[config.mk]
export PLATFORM = sky130hd
export DESIGN_NAME = wit_timer
export DESIGN_NICKNAME = d
export VERILOG_FILES = /design/src/hdl/wit_pkg.sv /design/src/hdl/wit_prescaler.sv /design/src/hdl/wit_bus_port.sv /design/src/hdl/wit_timer.sv
export VERILOG_INCLUDE_DIRS = /design/src /design/src/hdl
export SDC_FILE = /design/constraint.sdc
export NUM_CORES = 1
export LEC_CHECK = 0
export BUFFER_PORTS_ARGS = -buffer_cell sky130_fd_sc_hd__buf_2
export CORE_MARGIN = 2
export CORE_UTILIZATION = 33
export DETAILED_ROUTE_END_ITERATION = 8
export PLACE_DENSITY = 0.58
export SLEW_MARGIN = 20
export SYNTH_ARGS = -nofsm -noshare
export SYNTH_HDL_FRONTEND = slang
export SYNTH_SLANG_ARGS = --single-unit
[constraint.sdc]
create_clock -name clk_i -period 4.5 [get_ports clk_i]
set_clock_uncertainty 0.15 [all_clocks]
set_input_delay 0.225 -clock clk_i [delete_from_list [all_inputs] [get_ports clk_i]]
set_output_delay 0.225 -clock clk_i [all_outputs]
set_load 0.005 [all_outputs]
[src/hdl/wit_defs.svh]
// Purpose: Offsets, field positions, reset values and divider masks of the
//          watchdog / interval timer.
// Assumes: Included by bare name from every design file that needs it.
// Notes:   Definitions only.
`ifndef WIT_DEFS_SVH
`define WIT_DEFS_SVH

// ----------------------------------------------------------------------
// Map
// ----------------------------------------------------------------------
`define WIT_BASE_ADDR 32'hFFFF_F100
`define WIT_OFS_CTRL 5'h00
`define WIT_OFS_STAT 5'h04
`define WIT_OFS_CNT 5'h08
`define WIT_OFS_TIN 5'h10
`define WIT_OFS_TOUT 5'h14
`define WIT_ADDR_PAD 2'h0

// ----------------------------------------------------------------------
// Control fields and status flags
// ----------------------------------------------------------------------
`define WIT_CKS_HI 2
`define WIT_CKS_LO 0
`define WIT_BIT_RESET_KIND_SELECT 3
`define WIT_BIT_CHIP_RESET_ENABLE_BIT 4
`define WIT_BIT_RUN 5
`define WIT_BIT_MODE 6
`define WIT_BIT_IRQEN 7
`define WIT_FLAG_WD 0
`define WIT_FLAG_IT 1

// ----------------------------------------------------------------------
// Reset and fixed values
// ----------------------------------------------------------------------
`define WIT_CTRL_RST 8'h00
`define WIT_CNT_RST 8'h00
`define WIT_STAT_RST 2'h0
`define WIT_STAT_PAD 6'h00
`define WIT_CNT_MAX 8'hFF
`define WIT_CNT_ONE 8'h01
`define WIT_BYTE_ZERO 8'h00
`define WIT_TOUT_VAL 8'h00

// ----------------------------------------------------------------------
// Prescaler: tick when the low bits of the divider are all ones
// ----------------------------------------------------------------------
`define WIT_PRE_ZERO 13'h0000
`define WIT_PRE_ONE 13'h0001
`define WIT_MASK_2 13'h0001
`define WIT_MASK_8 13'h0007
`define WIT_MASK_32 13'h001F
`define WIT_MASK_64 13'h003F
`define WIT_MASK_256 13'h00FF
`define WIT_MASK_512 13'h01FF
`define WIT_MASK_2048 13'h07FF
`define WIT_MASK_8192 13'h1FFF

`endif

[src/hdl/wit_pkg.sv]
// Purpose: Types shared by the timer files.
// Assumes: Nothing.
// Notes:   Numbers live in wit_defs.svh.
package wit_pkg;
    typedef logic [7:0] wit_byte_t;
    typedef logic [2:0] wit_sel_t;
    typedef logic [12:0] wit_pre_t;
    typedef logic [1:0] wit_flags_t;
    // Bus port access state, one-hot
    typedef enum logic [1:0] {WIT_IDLE = 2'b01, WIT_HELD = 2'b10} wit_bus_st_t;
    typedef struct packed {wit_bus_st_t st; logic oe; wit_byte_t rdata;} wit_bus_q_t;
    typedef struct packed {wit_pre_t div; logic tick;} wit_pre_q_t;
    typedef struct packed {
        wit_byte_t ctrl;
        wit_byte_t cnt;
        wit_flags_t flags;
        logic irq;
        logic po;
        logic mn;
        logic wdo;
    } wit_core_q_t;
endpackage

[src/hdl/wit_prescaler.sv]
// Purpose: Free-running divider giving one tick per selected period.
// Assumes: ce_i low freezes everything.
// Notes:   Tick is registered, one clock wide.
`timescale 1ns/1ns
`include "wit_defs.svh"
module wit_prescaler (
    // Clock and reset
    input wire logic clk_i,
    input wire logic srst_i,
    input wire logic ce_i,
    // Divider choice and tick
    input wire wit_pkg::wit_sel_t sel_i,
    output logic tick_o
);
    import wit_pkg::*;

    wit_pre_q_t q_reg;
    wit_pre_q_t q_next;

    // Mask of divider bits that must all be one for a tick
    function automatic wit_pre_t wit_mask(input wit_sel_t s);
        case (s)
            3'h0: wit_mask = `WIT_MASK_2;
            3'h1: wit_mask = `WIT_MASK_8;
            3'h2: wit_mask = `WIT_MASK_32;
            3'h3: wit_mask = `WIT_MASK_64;
            3'h4: wit_mask = `WIT_MASK_256;
            3'h5: wit_mask = `WIT_MASK_512;
            3'h6: wit_mask = `WIT_MASK_2048;
            default: wit_mask = `WIT_MASK_8192;
        endcase
    endfunction

    // Divider runs freely so a select change takes effect within one period
    always_comb
    begin
        q_next = q_reg;
        if (ce_i)
        begin
            q_next.div = q_reg.div + `WIT_PRE_ONE;
            q_next.tick = (q_reg.div & wit_mask(sel_i)) == wit_mask(sel_i);
        end
    end

    always_ff @(posedge clk_i)
    begin
        if (srst_i)
            q_reg <= '{div: `WIT_PRE_ZERO, tick: 1'b0};
        else
            q_reg <= q_next;
    end

    assign tick_o = q_reg.tick;
endmodule // wit_prescaler

[src/hdl/wit_bus_port.sv]
// Purpose: Strobed peripheral bus slave: decode, write strobes, read data.
// Assumes: Bridge signals come from logic on the same clock.
// Notes:   One access per strobe high phase.
`timescale 1ns/1ns
`include "wit_defs.svh"
module wit_bus_port (
    // Clock and reset
    input wire logic clk_i,
    input wire logic srst_i,
    input wire logic ce_i,
    // Bridge side
    input wire logic psel_i,
    input wire logic pstb_i,
    input wire logic pwrite_i,
    input wire logic [2:0] paddr_i,
    output logic [7:0] pdata_o,
    output logic pdata_oe_o,
    // Register side
    input wire wit_pkg::wit_byte_t ctrl_i,
    input wire wit_pkg::wit_flags_t stat_i,
    input wire wit_pkg::wit_byte_t cnt_i,
    output logic wr_ctrl_o,
    output logic wr_cnt_o,
    output logic rd_stat_o
);
    import wit_pkg::*;

    wit_bus_q_t q_reg;
    wit_bus_q_t q_next;
    logic take;

    function automatic logic wit_hit(input logic [2:0] a, input logic [4:0] ofs);
        wit_hit = {a, `WIT_ADDR_PAD} == ofs;
    endfunction

    // Access taken once, on the first clock that sees select and strobe
    assign take = ce_i && psel_i && pstb_i && q_reg.st == WIT_IDLE;
    assign wr_ctrl_o = take && pwrite_i && wit_hit(paddr_i, `WIT_OFS_CTRL);
    assign wr_cnt_o = take && pwrite_i && wit_hit(paddr_i, `WIT_OFS_CNT);
    assign rd_stat_o = take && !pwrite_i && wit_hit(paddr_i, `WIT_OFS_STAT);

    // Read data is captured before the flags clear; unmapped reads give zero
    always_comb
    begin
        q_next = q_reg;
        if (ce_i)
        begin
            q_next.oe = psel_i && pstb_i && !pwrite_i;
            case (q_reg.st)
                WIT_IDLE:
                    if (take)
                    begin
                        q_next.st = WIT_HELD;
                        if (wit_hit(paddr_i, `WIT_OFS_CTRL))
                            q_next.rdata = ctrl_i;
                        else if (wit_hit(paddr_i, `WIT_OFS_STAT))
                            q_next.rdata = {`WIT_STAT_PAD, stat_i};
                        else if (wit_hit(paddr_i, `WIT_OFS_CNT))
                            q_next.rdata = cnt_i;
                        else
                            q_next.rdata = `WIT_TOUT_VAL;
                    end
                WIT_HELD:
                    if (!pstb_i || !psel_i)
                        q_next.st = WIT_IDLE;
                default: q_next.st = WIT_IDLE;
            endcase
        end
    end

    always_ff @(posedge clk_i)
    begin
        if (srst_i)
            q_reg <= '{st: WIT_IDLE, oe: 1'b0, rdata: `WIT_BYTE_ZERO};
        else
            q_reg <= q_next;
    end

    assign pdata_o = q_reg.rdata;
    assign pdata_oe_o = q_reg.oe;
endmodule // wit_bus_port

[src/hdl/wit_timer.sv]
// Purpose: 8-bit watchdog / interval timer with status flags and reset
//          requests to the power management unit.
// Assumes: 50 MHz clk_i; bridge signals synchronous to clk_i.
// Notes:   ce_i low freezes every flip-flop in the block.
`timescale 1ns/1ns
`include "wit_defs.svh"
module wit_timer (
    // Clock, reset, enable
    input wire logic clk_i,
    input wire logic srst_i,
    input wire logic ce_i,
    // Peripheral bus from the bridge
    input wire logic periph_sel_i,
    input wire logic periph_strobe_i,
    input wire logic periph_write_i,
    input wire logic [2:0] periph_addr_i,
    input wire logic [7:0] periph_data_i,
    output logic [7:0] periph_data_o,
    output logic periph_data_oe_o,
    // Interrupt and power management requests
    output logic timer_irq_o,
    output logic poweron_reset_request_o,
    output logic manual_reset_request_o,
    output logic watchdog_out_o
);
    import wit_pkg::*;

    // ------------------------------------------------------------------
    // State and internal nets
    // ------------------------------------------------------------------
    wit_core_q_t q_reg;
    wit_core_q_t q_next;
    logic tick;
    logic wr_ctrl;
    logic wr_cnt;
    logic rd_stat;
    logic ovf;
    logic set_wd;
    logic set_it;

    // ------------------------------------------------------------------
    // Sub-blocks
    // ------------------------------------------------------------------
    // Divider feeding the counter, steered by the clock select field
    wit_prescaler u_pre (
        .clk_i(clk_i),
        .srst_i(srst_i),
        .ce_i(ce_i),
        .sel_i(q_reg.ctrl[`WIT_CKS_HI:`WIT_CKS_LO]),
        .tick_o(tick)
    );

    // Bus slave; the bridge decodes the fixed base into select
    wit_bus_port u_bus (
        .clk_i(clk_i),
        .srst_i(srst_i),
        .ce_i(ce_i),
        .psel_i(periph_sel_i),
        .pstb_i(periph_strobe_i),
        .pwrite_i(periph_write_i),
        .paddr_i(periph_addr_i),
        .pdata_o(periph_data_o),
        .pdata_oe_o(periph_data_oe_o),
        .ctrl_i(q_reg.ctrl),
        .stat_i(q_reg.flags),
        .cnt_i(q_reg.cnt),
        .wr_ctrl_o(wr_ctrl),
        .wr_cnt_o(wr_cnt),
        .rd_stat_o(rd_stat)
    );

    // ------------------------------------------------------------------
    // Counter and overflow
    // ------------------------------------------------------------------
    // A counter write wins over a tick so a kick can never be undone
    always_comb
    begin
        ovf = 1'b0;
        if (ce_i && !wr_cnt && q_reg.ctrl[`WIT_BIT_RUN] && tick)
            ovf = q_reg.cnt == `WIT_CNT_MAX;
    end

    // Mode at the wrap decides which flag is raised
    assign set_wd = ovf && q_reg.ctrl[`WIT_BIT_MODE];
    assign set_it = ovf && !q_reg.ctrl[`WIT_BIT_MODE];

    // ------------------------------------------------------------------
    // Next state
    // ------------------------------------------------------------------
    // Outputs are computed from next flags so they align with the status
    always_comb
    begin
        q_next = q_reg;
        if (ce_i)
        begin
            if (wr_ctrl)
                q_next.ctrl = periph_data_i;
            if (wr_cnt)
                q_next.cnt = periph_data_i;
            else if (q_reg.ctrl[`WIT_BIT_RUN] && tick)
                q_next.cnt = q_reg.cnt + `WIT_CNT_ONE;
            // Set beats the read clear so a wrap during the read is kept
            q_next.flags[`WIT_FLAG_WD] = (q_reg.flags[`WIT_FLAG_WD] && !rd_stat)
                || set_wd;
            q_next.flags[`WIT_FLAG_IT] = (q_reg.flags[`WIT_FLAG_IT] && !rd_stat)
                || set_it;
            q_next.irq = q_next.ctrl[`WIT_BIT_IRQEN] && (|q_next.flags);
            q_next.po = q_next.flags[`WIT_FLAG_WD] && q_next.ctrl[`WIT_BIT_CHIP_RESET_ENABLE_BIT]
                && !q_next.ctrl[`WIT_BIT_RESET_KIND_SELECT];
            q_next.mn = q_next.flags[`WIT_FLAG_WD] && q_next.ctrl[`WIT_BIT_CHIP_RESET_ENABLE_BIT]
                && q_next.ctrl[`WIT_BIT_RESET_KIND_SELECT];
            q_next.wdo = q_next.flags[`WIT_FLAG_WD];
        end
    end

    // ------------------------------------------------------------------
    // Registers
    // ------------------------------------------------------------------
    // The reset request stays high until a status read clears the watchdog flag or a control write drops it
    always_ff @(posedge clk_i)
    begin
        if (srst_i)
        begin
            q_reg.ctrl <= `WIT_CTRL_RST;
            q_reg.cnt <= `WIT_CNT_RST;
            q_reg.flags <= `WIT_STAT_RST;
            q_reg.irq <= 1'b0;
            q_reg.po <= 1'b0;
            q_reg.mn <= 1'b0;
            q_reg.wdo <= 1'b0;
        end
        else
            q_reg <= q_next;
    end

    // Outputs straight from flip-flops
    assign timer_irq_o = q_reg.irq;
    assign poweron_reset_request_o = q_reg.po;
    assign manual_reset_request_o = q_reg.mn;
    assign watchdog_out_o = q_reg.wdo;
endmodule // wit_timer

* After elaboration in Yosys (flattened, before gate mapping) *
Cells that the tools add are included.

cells by class
  add/sub/neg operators = 2
  multiply operators = 0
  divide/modulo/power cells = 0
  magnitude comparators = 0
  equality and inequality tests = 15
  shifts and indexed selects = 0
  multiplexer cells = 13
  bitwise gates (word level) = 1
  reductions and logical operators = 40

operators with widths
  cell                     count
  $pmux W13 S7             1
  $mux W8                  7
  $logic_and A1 B1 Y1      22
  $add A13 B1 Y13 const B  1
  $and A13 B13 Y13         1
  $eq A13 B13 Y1           1
  $mux W13                 1
  $eq A3 B2 Y1 const B     3
  $eq A3 B3 Y1 const B     3
  $add A8 B1 Y8 const B    1
  $eq A8 B8 Y1 const B     1
  $logic_not A1 Y1         7
  $eq A3 B1 Y1 const B     2
  $logic_not A3 Y1         2
  $ne A2 B1 Y1 const B     3
  $reduce_and A3 Y1        2
  $mux W2                  2
  $pmux W2 S2              1
  $reduce_and A2 Y1        2
  $logic_or A1 B1 Y1       3
  $eq A2 B1 Y1 const B     1
  $eq A2 B2 Y1 const B     1
  $reduce_bool A2 Y1       1
  $reduce_or A2 Y1         1
  $mux W1                  1

storage, ports and cells
  bits in registers = 47
  bits in latches = 0
  memory bits (writable) = 0
  bits in read-only memories = 0
  bits of input ports = 17
  output and inout port bits = 13
  memories = 0

* Logic depth before layout (Yosys ltp) *
Gate-level depths: netlist of run 1.

  word-level depth = 14
  gate-level depth with buffers = 6

* By module *
A second synthesis of run 1 with hierarchy kept.

unflattened totals
  cells, all modules = 284
  area total of the unflattened synthesis = 2412.3 um^2

modules (own cells, without submodules)
  module         instances  cells an instance  area each (um^2)  sequential area each (um^2)
  wit_timer      1          131                1046.0            420.4
  wit_bus_port   1          77                 695.7             220.2
  wit_prescaler  1          76                 670.6             280.3

* Worst setup path before layout of run 1 *
Ideal clock, no wire load.

  path kind = input-to-reg
  start = input periph_addr_i[0]
  end = register q_reg, in the netlist poweron_reset_request_o
  arrival = 1441 ps
  slack = 2792 ps
  stages on the path = 6
  path buffers = 1
  cells stage by stage = buf_2 > nor3_4 > nand4_4 > mux2i_1 > nor2_1 > a32o_1

on the way
  cells in the longest elaborated chain, start to end = 11

RTL lines
  what                              RTL line            RTL
  start, declared                   wit_timer.sv:16     input wire logic [2:0] periph_addr_i,
  $eq A3 B2 Y1                      wit_bus_port.sv:33  wit_hit = {a, `WIT_ADDR_PAD} == ofs;
  $logic_and A1 B1 Y1               wit_bus_port.sv:39  assign wr_cnt_o = take && pwrite_i && wit_hit(paddr_i, `WIT_OFS_CNT);
  $logic_not A1 Y1                  wit_timer.sv:79     if (ce_i && !wr_cnt && q_reg.ctrl[`WIT_BIT_RUN] && tick)
  $logic_and A1 B1 Y1 (3 in a row)  wit_timer.sv:79
  $mux W1                           wit_timer.sv:79
  $logic_and A1 B1 Y1               wit_timer.sv:84     assign set_wd = ovf && q_reg.ctrl[`WIT_BIT_MODE];
  $logic_or A1 B1 Y1                wit_timer.sv:103    q_next.flags[`WIT_FLAG_WD] = (q_reg.flags[`WIT_FLAG_WD] && !rd_stat)
  $logic_and A1 B1 Y1               wit_timer.sv:108    q_next.po = q_next.flags[`WIT_FLAG_WD] && q_next.ctrl[`WIT_BIT_CHIP_RESET_ENABLE_BIT]
  $logic_and A1 B1 Y1 (*)           wit_timer.sv:108
  end signal, assigned              wit_timer.sv:133    q_reg <= q_next;
  end, declared                     wit_timer.sv:31     wit_core_q_t q_reg;

Every way passes the cells marked *; elsewhere a longest branch is shown, timed or not. The select of a mux whose other input is x is not followed.
A chain may end at the register's enable or synchronous reset.

* Final worst setup path of run 1 *
  start = register u_bus.q_reg[10] in the netlist's numbering
  end = register q_reg, in the netlist poweron_reset_request_o

on the way
  cells in the longest elaborated chain, start to end = 13

RTL lines
  what                              RTL line                                RTL
  start, declared                   wit_bus_port.sv:28                      wit_bus_q_t q_reg;
  start signal, assigned            wit_bus_port.sv:74                      q_reg <= '{st: WIT_IDLE, oe: 1'b0, rdata: `WIT_BYTE_ZERO};
  start signal, assigned            wit_bus_port.sv:76                      q_reg <= q_next;
  $eq A2 B1 Y1 (*)                  wit_bus_port.sv:37                      assign take = ce_i && psel_i && pstb_i && q_reg.st == WIT_IDLE;
  $logic_and A1 B1 Y1 (*)           wit_bus_port.sv:37
  $logic_and A1 B1 Y1               wit_bus_port.sv:38, wit_bus_port.sv:39
  $logic_and A1 B1 Y1               wit_bus_port.sv:39
  $logic_not A1 Y1                  wit_timer.sv:79
  $logic_and A1 B1 Y1 (3 in a row)  wit_timer.sv:79
  $mux W1                           wit_timer.sv:79
  $logic_and A1 B1 Y1               wit_timer.sv:84
  $logic_or A1 B1 Y1                wit_timer.sv:103
  $logic_and A1 B1 Y1               wit_timer.sv:108
  $logic_and A1 B1 Y1 (*)           wit_timer.sv:108

Marked as above.

==> results of run 1 <==
power by group:
part           total (mW)  switching, mW  internal [mW]
sequential          0.420        0.00619          0.413
combinational      0.0479         0.0292         0.0187
clock               0.236          0.129          0.107
layout make-up:
class                   count  area share, %
multi-input cells         169          46.79
flip-flops and latches     46          39.09
repair buffers             29          6.160
well taps                  77          4.089
clock buffers               7          3.240
inverters                   4         0.6373
tightest hold or removal path, cell delays in order:
cell and delay (ns):
buf_2 0.09, mux2i_1 0.06, nor2_1 0.07
metrics by stage:
stage          hold slack, ns  total power, mW  setup WS [ns]
6_report              0.03356           0.7036          2.523
5_1_grt               0.04227           0.7346          2.455
4_1_cts               0.03447           0.7131          2.521
3_5_place_dp           0.3129           0.4774          2.361
3_3_place_gp           0.3029           0.4765          2.413
2_1_floorplan          0.2189           0.4609          2.792
cell families after synthesis:
kind of cell | synth area share, %
buffers and inverters | 5.879
and+or+nand+nor | 23.17
DFF | 42.84
AOI/OAI and AO/OA | 13.16
xor gates and xnor gates | 7.742
muxes | 6.053
adders and majority gates | 1.164
per-layer routing:
layer  up-vias  GRT usage [%]
li1        858              -
met1       762          18.24
met2        29          20.62
met3         8          3.736
met4         0          5.628
met5         -              0
cell usage after synthesis (2+ instances only):
cell type / n / area (sq um)
nor2_1: 49 / 183.9
dfxtp_1: 46 / 920.9
mux2i_1: 13 / 130.1
nand2_1: 11 / 41.29
a211oi_1: 10 / 75.07
xor2_1: 10 / 87.58
xnor2_1: 9 / 78.83
buf_4: 8 / 60.06
clkbuf_1: 7 / 26.28
nand3_1: 7 / 35.03
nor3_1: 7 / 35.03
nand4_1: 6 / 37.54
o21ai_0: 6 / 30.03
buf_2: 5 / 25.02
a221oi_1: 4 / 35.03
a22oi_1: 4 / 30.03
and3_1: 4 / 25.02
inv_1: 4 / 15.01
a21oi_1: 3 / 15.01
and2_1: 3 / 18.77
nor2b_1: 3 / 18.77
ha_1: 2 / 25.02
nand4_4: 2 / 42.54
o211ai_1: 2 / 15.01
final timing paths:
path	end	depth (start not counted)	startpoint	slack [ns]
max reg2reg	poweron_reset_request_o$_SDFFE_PP0P_	5	u_bus.q_reg[10]$_SDFFE_PP0P_	2.52
min	q_reg[15]$_SDFFE_PP0P_	3	periph_data_i[1]	0.03
min reg2reg	timer_irq_o$_SDFFE_PP0P_	2	timer_irq_o$_SDFFE_PP0P_	0.33
max	poweron_reset_request_o$_SDFFE_PP0P_	5	u_bus.q_reg[10]$_SDFFE_PP0P_	2.52
layout by cell type (no fill, tap or decap), types with 2 or more instances in the layout:
| cell type | synthesis | final |
|---|---|---|
| nor3_1 | 7 | 7 |
| nand3_1 | 7 | 7 |
| xnor2_1 | 9 | 9 |
| a221oi_1 | 4 | 4 |
| a211oi_1 | 10 | 10 |
| o211ai_1 | 2 | 2 |
| nor2_1 | 49 | 49 |
| o21ai_0 | 6 | 6 |
| nand2_1 | 11 | 11 |
| clkbuf_8 | 0 | 5 |
| xor2_1 | 10 | 10 |
| and2_1 | 3 | 3 |
| buf_2 | 5 | 29 |
| inv_1 | 4 | 4 |
| mux2i_1 | 13 | 13 |
| nand4_1 | 6 | 6 |
| a21oi_1 | 3 | 3 |
| clkbuf_1 | 7 | 2 |
| dfxtp_1 | 46 | 46 |
| nand4_4 | 2 | 2 |
| and3_1 | 4 | 4 |
| a22oi_1 | 4 | 4 |
| ha_1 | 2 | 2 |
| nor2b_1 | 3 | 3 |
==> impl_metrics.env, run 1 <==
export IMPL_status="finished clean"
export IMPL_vias=1657
export IMPL_clockBufferDepth=2
export IMPL_cp_arrival_ns=2.02
export IMPL_cts_setup_buffers=0
export IMPL_start_kind="register"
export IMPL_worstPathRequired_ns=4.54
export IMPL_instances_no_fill=332
export IMPL_fillCellCount=698
export IMPL_powerDensity_nw_per_um2=298.6
export IMPL_setup_viol=0
export IMPL_start_util_pct=34.05
export IMPL_stdcell_area_sq_um=2356
export IMPL_power_leakage_nw=0.9181
export IMPL_post_cts_resize_count=0
export IMPL_first_global_vias=1532
export IMPL_drt_total_wl_um=4653
export IMPL_wire_per_inst_um=14.02
export IMPL_rsz0062_at_grt="false"
export IMPL_max_stage_delay_ns=0.42
export IMPL_viasPerCell=4.991
export IMPL_dieArea_sq_um=7176
export IMPL_netlist_instances=239
export IMPL_grt_overflow=0
export IMPL_cts_made_buffers=5
export IMPL_critPathBufInv=0
export IMPL_worst_slew_pin_slew_ns=0.8346
export IMPL_wl_met2_um=1972
export IMPL_ctsHoldBuffers=0
export IMPL_htreeDepth=2
export IMPL_synth_edf_count=0
export IMPL_io_pin_count=30
export IMPL_synth_nets=258
export IMPL_ff_latch_area_sq_um=920.9
export IMPL_synth_cell_type_count=38
export IMPL_die_w_um=84.71
export IMPL_route_detailed_drc=0
export IMPL_endpoint_kind="register"
export IMPL_crit_slowest_cell="and4b_1"
export IMPL_largest_register_ffs=18
export IMPL_yosysWarnings=0
export IMPL_async_reset_ff_share_pct=0
export IMPL_finalSetupTns_ns=0
export IMPL_top_layer="met4"
export IMPL_io_buffers=29
export IMPL_synth_avg_cell_area_sq_um=8.994
export IMPL_cts_tree="built"
export IMPL_critical_path_class="reg2reg"
export IMPL_drt_iter0_drc=74
export IMPL_drive_gt1_share_pct=15.29
export IMPL_clk_pin_slew_ns=0.08
export IMPL_grtUsageTotal_pct=13.60
export IMPL_ys_seq_area_share_pct=42.84
export IMPL_drv_slew=0
export IMPL_hold_viol=0
export IMPL_drv_cap=0
export IMPL_ir_drop_mv=0.1122
export IMPL_wl_met3_um=185
export IMPL_slew_headroom_pct=44.36
export IMPL_root_buffer="clkbuf_8"
export IMPL_num_antenna_cells=0
export IMPL_core_area_sq_um=6314
export IMPL_dpl_cell_area_sq_um=2280
export IMPL_dp_hpwl_um=3363
export IMPL_gp_congestion=0.7973
export IMPL_drt_first_pass_iters=4
export IMPL_path_cells="and4b_1 -> nand4_4 -> a32oi_2 -> nor2_1 -> a32o_1"
export IMPL_cp_max_fo=18
export IMPL_antenna_found_initial=0
export IMPL_syn_to_final_growth_pct=9.604
export IMPL_row_count=29
export IMPL_ys_ff_latch=46
export IMPL_fmax_mhz=505.9
export IMPL_placedCellCount=325
export IMPL_cts_sinks=46
export IMPL_grt_pass1_wl_um=7603
export IMPL_die_h_um=84.71
export IMPL_fin_crit_sh_pct=43.92
export IMPL_cp_top_family="simple AND/OR/NAND/NOR gates"
export IMPL_final_util_pct=37.32
export IMPL_hold_class="in2reg"
export IMPL_multi_input_area_sq_um=1102
export IMPL_grt_max_degree=46
export IMPL_synthesis_area_sq_um=2150
export IMPL_wl_met1_um=2409
export IMPL_layout_min_cycle_time_ns=1.977
export IMPL_ant_nets=0
export IMPL_clk_latency_ns=0.30
export IMPL_synth_ff_type="dfxtp_1"
export IMPL_nets=274
No activity file was read; power rests on OpenSTA's default activity.
==> run 2, diff against run 1 <==
Settings changed: PLACE_DENSITY 0.58 to 0.6.
Clock period 4.5 ns to 1.74 ns, I/O delays scaled along.
==> impl_metrics.env, run 2 (synthesized netlist as in run 1, its figures left out) <==
export IMPL_status="finished clean"
export IMPL_io_pin_count=30
export IMPL_final_util_pct=41.68
export IMPL_stdcell_area_sq_um=2631
export IMPL_antenna_found_initial=0
export IMPL_hold_class="in2reg"
export IMPL_powerDensity_nw_per_um2=704.7
export IMPL_dpl_cell_area_sq_um=2415
export IMPL_power_total_mw=1.854
export IMPL_fmax_mhz=592.7
export IMPL_num_antenna_cells=0
export IMPL_cp_startpoint="u_bus.q_reg[10]$_SDFFE_PP0P_"
export IMPL_syn_to_final_growth_pct=22.41
export IMPL_drv_cap=0
export IMPL_power_frac_seq_pct=58.5
export IMPL_start_kind="register"
export IMPL_reg2reg_to="poweron_reset_request_o$_SDFFE_PP0P_"
export IMPL_ir_drop_mv=0.3223
export IMPL_layout_min_cycle_time_ns=1.687
export IMPL_layout_common_cells="nor2_1, dfxtp_1, buf_2, buf_4"
export IMPL_largest_register_ffs=18
export IMPL_instances_no_fill=361
export IMPL_grt_pass1_wl_um=8128
export IMPL_row_count=29
export IMPL_grt_overflow=0
export IMPL_wl_met3_um=220
export IMPL_worstPathRequired_ns=1.78
export IMPL_crit_end="poweron_reset_request_o$_SDFFE_PP0P_"
export IMPL_clk_latency_ns=0.29
export IMPL_drv_slew=0
export IMPL_netSwitchingPower_uw=437.2
export IMPL_slew_headroom_pct=75.39
export IMPL_setup_viol=0
export IMPL_die_h_um=84.71
export IMPL_cts_made_buffers=5
export IMPL_gp_congestion=0.8485
export IMPL_placedCellCount=343
export IMPL_clockPowerShare_pct=33.1
export IMPL_dieArea_sq_um=7176
export IMPL_first_global_vias=1713
export IMPL_die_w_um=84.71
export IMPL_wl_met2_um=2178
export IMPL_power_leakage_nw=1.043
export IMPL_layout_commonest_cell="nor2_1"
export IMPL_drt_total_wl_um=4795
export IMPL_fin_crit_sh_pct=96.96
export IMPL_cts_sinks=46
export IMPL_drive_gt1_share_pct=24.30
export IMPL_dp_hpwl_um=3597
export IMPL_worst_slew_pin_slew_ns=0.3640
export IMPL_cp_max_fo=5
export IMPL_critical_path_class="reg2reg"
export IMPL_grt_max_degree=25
export IMPL_start_util_pct=34.05
export IMPL_rr_startpoint="u_bus.q_reg[10]$_SDFFE_PP0P_"
export IMPL_ant_nets=0
export IMPL_grtUsageTotal_pct=14.27
export IMPL_hold_viol=0
export IMPL_io_buffers=29
export IMPL_combPwrFrac_pct=8.3
export IMPL_viasPerCell=4.967
export IMPL_cp_arrival_ns=1.73
export IMPL_clk_pin_slew_ns=0.08
export IMPL_internal_power_mw=1.417
export IMPL_core_area_sq_um=6314
export IMPL_nets=303
export IMPL_root_buffer="clkbuf_8"
export IMPL_drt_iter0_drc=91
export IMPL_endpoint_kind="register"
export IMPL_route_detailed_drc=0
export IMPL_vias=1793
export IMPL_wl_met1_um=2319
export IMPL_cts_tree="built"
export IMPL_htreeDepth=2
export IMPL_reg2reg_setup_slack_ns=0.05
export IMPL_ff2ff_path_depth=5
export IMPL_clockBufferDepth=2
export IMPL_wire_per_inst_um=13.28
export IMPL_top_layer="met4"
export IMPL_sw_frac_of_total_pct=23.58
export IMPL_drt_first_pass_iters=4
## run 2: cell types whose count changed in the layout (fill, tap and decap cells not counted), moves of 2 or more
cell / previous run / this run
mux2i_1: 13 / 11
dlygate4sd3_1: 0 / 9
dfxtp_2: 0 / 2
nor3_2: 0 / 2
dfxtp_1: 46 / 44
buf_4: 0 / 20
mux2i_2: 0 / 2
nor3_1: 7 / 5
## run 2: final cells by class
| cell class | count | area [sq um] |
|---|---|---|
| clock buffers | 6 | 72.57 |
| multi-input cells | 169 | 1131 |
| inverters | 4 | 15.01 |
| flip-flops and latches | 46 | 923.4 |
| well taps | 77 | 96.34 |
| clock inverters | 1 | 7.507 |
| repair buffers | 58 | 385.4 |
| fillers | 636 | 3682 |
## run 2: power groups by stage
stage	Combinational, mW	Sequential (mW)	Clock [mW]
5_1_grt	0.170	1.09	0.670
4_1_cts	0.152	1.08	0.632
3_5_place_dp	0.136	1.11	0
2_1_floorplan	0.0878	1.10	0
6_report	0.154	1.09	0.614
3_3_place_gp	0.135	1.11	0
## run 2: worst min-delay path by stage
stage,from,end,cells past startpoint
2_1_floorplan,periph_data_i[0],q_reg[14]$_SDFFE_PP0P_,2
3_3_place_gp,periph_data_i[0],q_reg[14]$_SDFFE_PP0P_,3
3_5_place_dp,periph_data_i[2],q_reg[16]$_SDFFE_PP0P_,3
4_1_cts,srst_i,timer_irq_o$_SDFFE_PP0P_,4
5_1_grt,srst_i,timer_irq_o$_SDFFE_PP0P_,4
6_report,srst_i,timer_irq_o$_SDFFE_PP0P_,4
## run 2: metal layers
layer / track usage [%] / up-vias
met5: 0 / -
met4: 4.762 / 0
met3: 3.147 / 6
met2: 23.26 / 42
met1: 18.75 / 828
li1: - / 917
## run 2: timing repair
| item | CTS | global route |
|---|---|---|
| setup buffers | 0 | 2 |
| endpoints found under the hold margin | 16 | 0 |
| hold buffers | 9 | 0 |
| endpoints found under the setup margin | 2 | 6 |
| cloned | 0 | 0 |
| gates resized for setup | 1 | 9 |
| pin swaps | 0 | 5 |
## run 2: worst max-delay path: stages, from the launching register on
cell     delay [ns]
dfxtp_2        0.33
and4b_4        0.39
nand4_4        0.15
mux2i_2        0.23
nor2_1         0.08
a32o_1         0.24
## run 2: per-stage QoR
step	setup slack, ns	TNS, ns	hold slack (ns)
CTS	0.02911	0	0.001612
detailed placement	-0.01611	-0.01611	0.1904
global placement	0.03922	0	0.1856
finish	0.05293	0	0.008759
global route	-0.003636	-0.003636	0.04565
floorplan	0.05791	0	0.08094
==> run 3, diff against run 2 <==
Settings changed: CORE_UTILIZATION 33 to 51, CTS_CLUSTER_SIZE from default to 40, PLACE_DENSITY 0.6 to default, PLACE_DENSITY_LB_ADDON from default to 0.08.
==> impl_metrics.env, run 3 (synthesized netlist as in run 1, its figures left out) <==
export IMPL_status="finished clean"
export IMPL_htreeDepth=2
export IMPL_cts_made_buffers=5
export IMPL_drv_cap=0
export IMPL_fillCellCount=364
export IMPL_drt_iter0_drc=83
export IMPL_clk_latency_ns=0.30
export IMPL_largest_register_ffs=18
export IMPL_cts_sinks=46
export IMPL_worstHoldStart="ce_i"
export IMPL_io_buffers=29
export IMPL_layout_commonest_cell="nor2_1"
export IMPL_rr_startpoint="u_bus.q_reg[10]$_SDFFE_PP0P_"
export IMPL_reg2reg_setup_slack_ns=0.08
export IMPL_reg2reg_to="poweron_reset_request_o$_SDFFE_PP0P_"
export IMPL_power_leakage_nw=1.087
export IMPL_drv_slew=0
export IMPL_drt_total_wl_um=4735
export IMPL_ir_drop_mv=0.4628
export IMPL_route_detailed_drc=0
export IMPL_num_antenna_cells=0
export IMPL_layout_min_cycle_time_ns=1.658
export IMPL_viasPerCell=5.266
export IMPL_first_global_vias=1559
export IMPL_dpl_cell_area_sq_um=2411
export IMPL_drive_gt1_share_pct=23.96
export IMPL_start_util_pct=53.35
export IMPL_hold_viol=0
export IMPL_nets=306
export IMPL_io_pin_count=30
export IMPL_ant_nets=0
export IMPL_ff2ff_path_depth=5
export IMPL_fmax_mhz=603.2
export IMPL_layout_common_cells="nor2_1, dfxtp_1, buf_2, buf_4, mux2i_1"
export IMPL_worstPathRequired_ns=1.79
export IMPL_die_w_um=68.92
export IMPL_row_count=23
export IMPL_slew_headroom_pct=70.94
export IMPL_antenna_found_initial=0
export IMPL_dpl_worst_slack_ns=0.03170
export IMPL_worst_slack_ns=0.08219
export IMPL_instances_no_fill=338
export IMPL_grt_overflow=0
export IMPL_placedCellCount=320
export IMPL_vias=1780
export IMPL_die_h_um=68.92
export IMPL_gp_congestion=0.8408
export IMPL_dieArea_sq_um=4750
export IMPL_cp_max_fo=5
export IMPL_worst_slew_pin_slew_ns=0.4359
export IMPL_start_kind="register"
export IMPL_grt_max_degree=24
export IMPL_grtUsageTotal_pct=22.24
export IMPL_clockBufferDepth=2
export IMPL_ff_latch_area_sq_um=923.4
export IMPL_syn_to_final_growth_pct=22.76
export IMPL_critical_path_class="reg2reg"
export IMPL_cts_setup_buffers=0
export IMPL_hold_depth=4
export IMPL_wire_per_inst_um=14.01
export IMPL_setup_viol=0
export IMPL_fin_crit_sh_pct=95.28
export IMPL_drt_first_pass_iters=5
export IMPL_cp_arrival_ns=1.70
export IMPL_rsz0062_at_grt="true"
export IMPL_root_buffer="clkbuf_8"
export IMPL_powerDensity_nw_per_um2=762.4
export IMPL_core_area_sq_um=4029
export IMPL_power_total_mw=2.012
export IMPL_clk_pin_slew_ns=0.08
export IMPL_stdcell_area_sq_um=2639
export IMPL_multi_input_area_sq_um=1121
export IMPL_grt_pass1_wl_um=7534
export IMPL_cts_tree="built"
export IMPL_hold_class="in2reg"
export IMPL_endpoint_kind="register"
export IMPL_min_to="u_bus.q_reg[10]$_SDFFE_PP0P_"
export IMPL_dp_hpwl_um=3384
[run 3: critical path, cell delays in order (launching register included)]
cell and delay, ns:
dfxtp_1 0.31, and4b_2 0.38, nand4_4 0.14, mux2i_1 0.23, nor2_1 0.09, a32o_1 0.25
[run 3: power breakdown]
group	total, mW	switching, mW	internal, mW
sequential	1.08	0.0144	1.07
combinational	0.153	0.0816	0.0710
clock	0.775	0.345	0.430
total	2.01	0.441	1.57
[run 3: routing by layer]
layer	vias to the layer above	part of all wire (%)	track usage, %
met3	10	4.0	5.682
met1	798	52	31.66
met2	46	42	31.97
li1	926	-	-
met5	-	0	0
met4	0	2.1	8.824
[run 3: worst max-delay path by stage]
stage	endpoint	slack, ns	start	depth (start not counted)
final	poweron_reset_request_o$_SDFFE_PP0P_	0.08	u_bus.q_reg[10]$_SDFFE_PP0P_	5
after global routing	poweron_reset_request_o$_SDFFE_PP0P_	-0.01	u_bus.q_reg[10]$_SDFFE_PP0P_	5
after CTS	poweron_reset_request_o$_SDFFE_PP0P_	0.01	u_bus.q_reg[10]$_SDFFE_PP0P_	5
after detailed placement	poweron_reset_request_o$_SDFFE_PP0P_	0.03	u_bus.q_reg[10]$_SDFFE_PP0P_	5
after global placement	poweron_reset_request_o$_SDFFE_PP0P_	0.06	u_bus.q_reg[10]$_SDFFE_PP0P_	5
after floorplan	poweron_reset_request_o$_SDFFE_PP0P_	0.06	u_bus.q_reg[10]$_SDFFE_PP0P_	6
[run 3: cell type report]
type	instances	area share (%)
tap	50	2.371
clock inverter	1	1.138
inverter	4	0.5690
timing repair buffer	61	15.55
sequential	46	34.99
clock buffer	7	2.892
multi-input combinational	169	42.48
[run 3: metrics by stage]
step / TNS [ns] / utilization (%) / hold WS [ns]
2_1_floorplan: 0 / - / 0.08094
3_3_place_gp: 0 / 59.84 / 0.1973
3_5_place_dp: 0 / 59.84 / 0.1895
4_1_cts: 0 / 64.97 / 0.01230
5_1_grt: -0.01475 / 65.50 / 0.04547
6_report: 0 / 65.50 / 0.01567
[run 3: repair_timing]
item / 4_1_cts / 5_1_grt
resized for setup: 0 / 7
endpoints found under the setup margin: 0 / 10
hold buffers: 10 / 0
hold endpoints to repair: 18 / 0
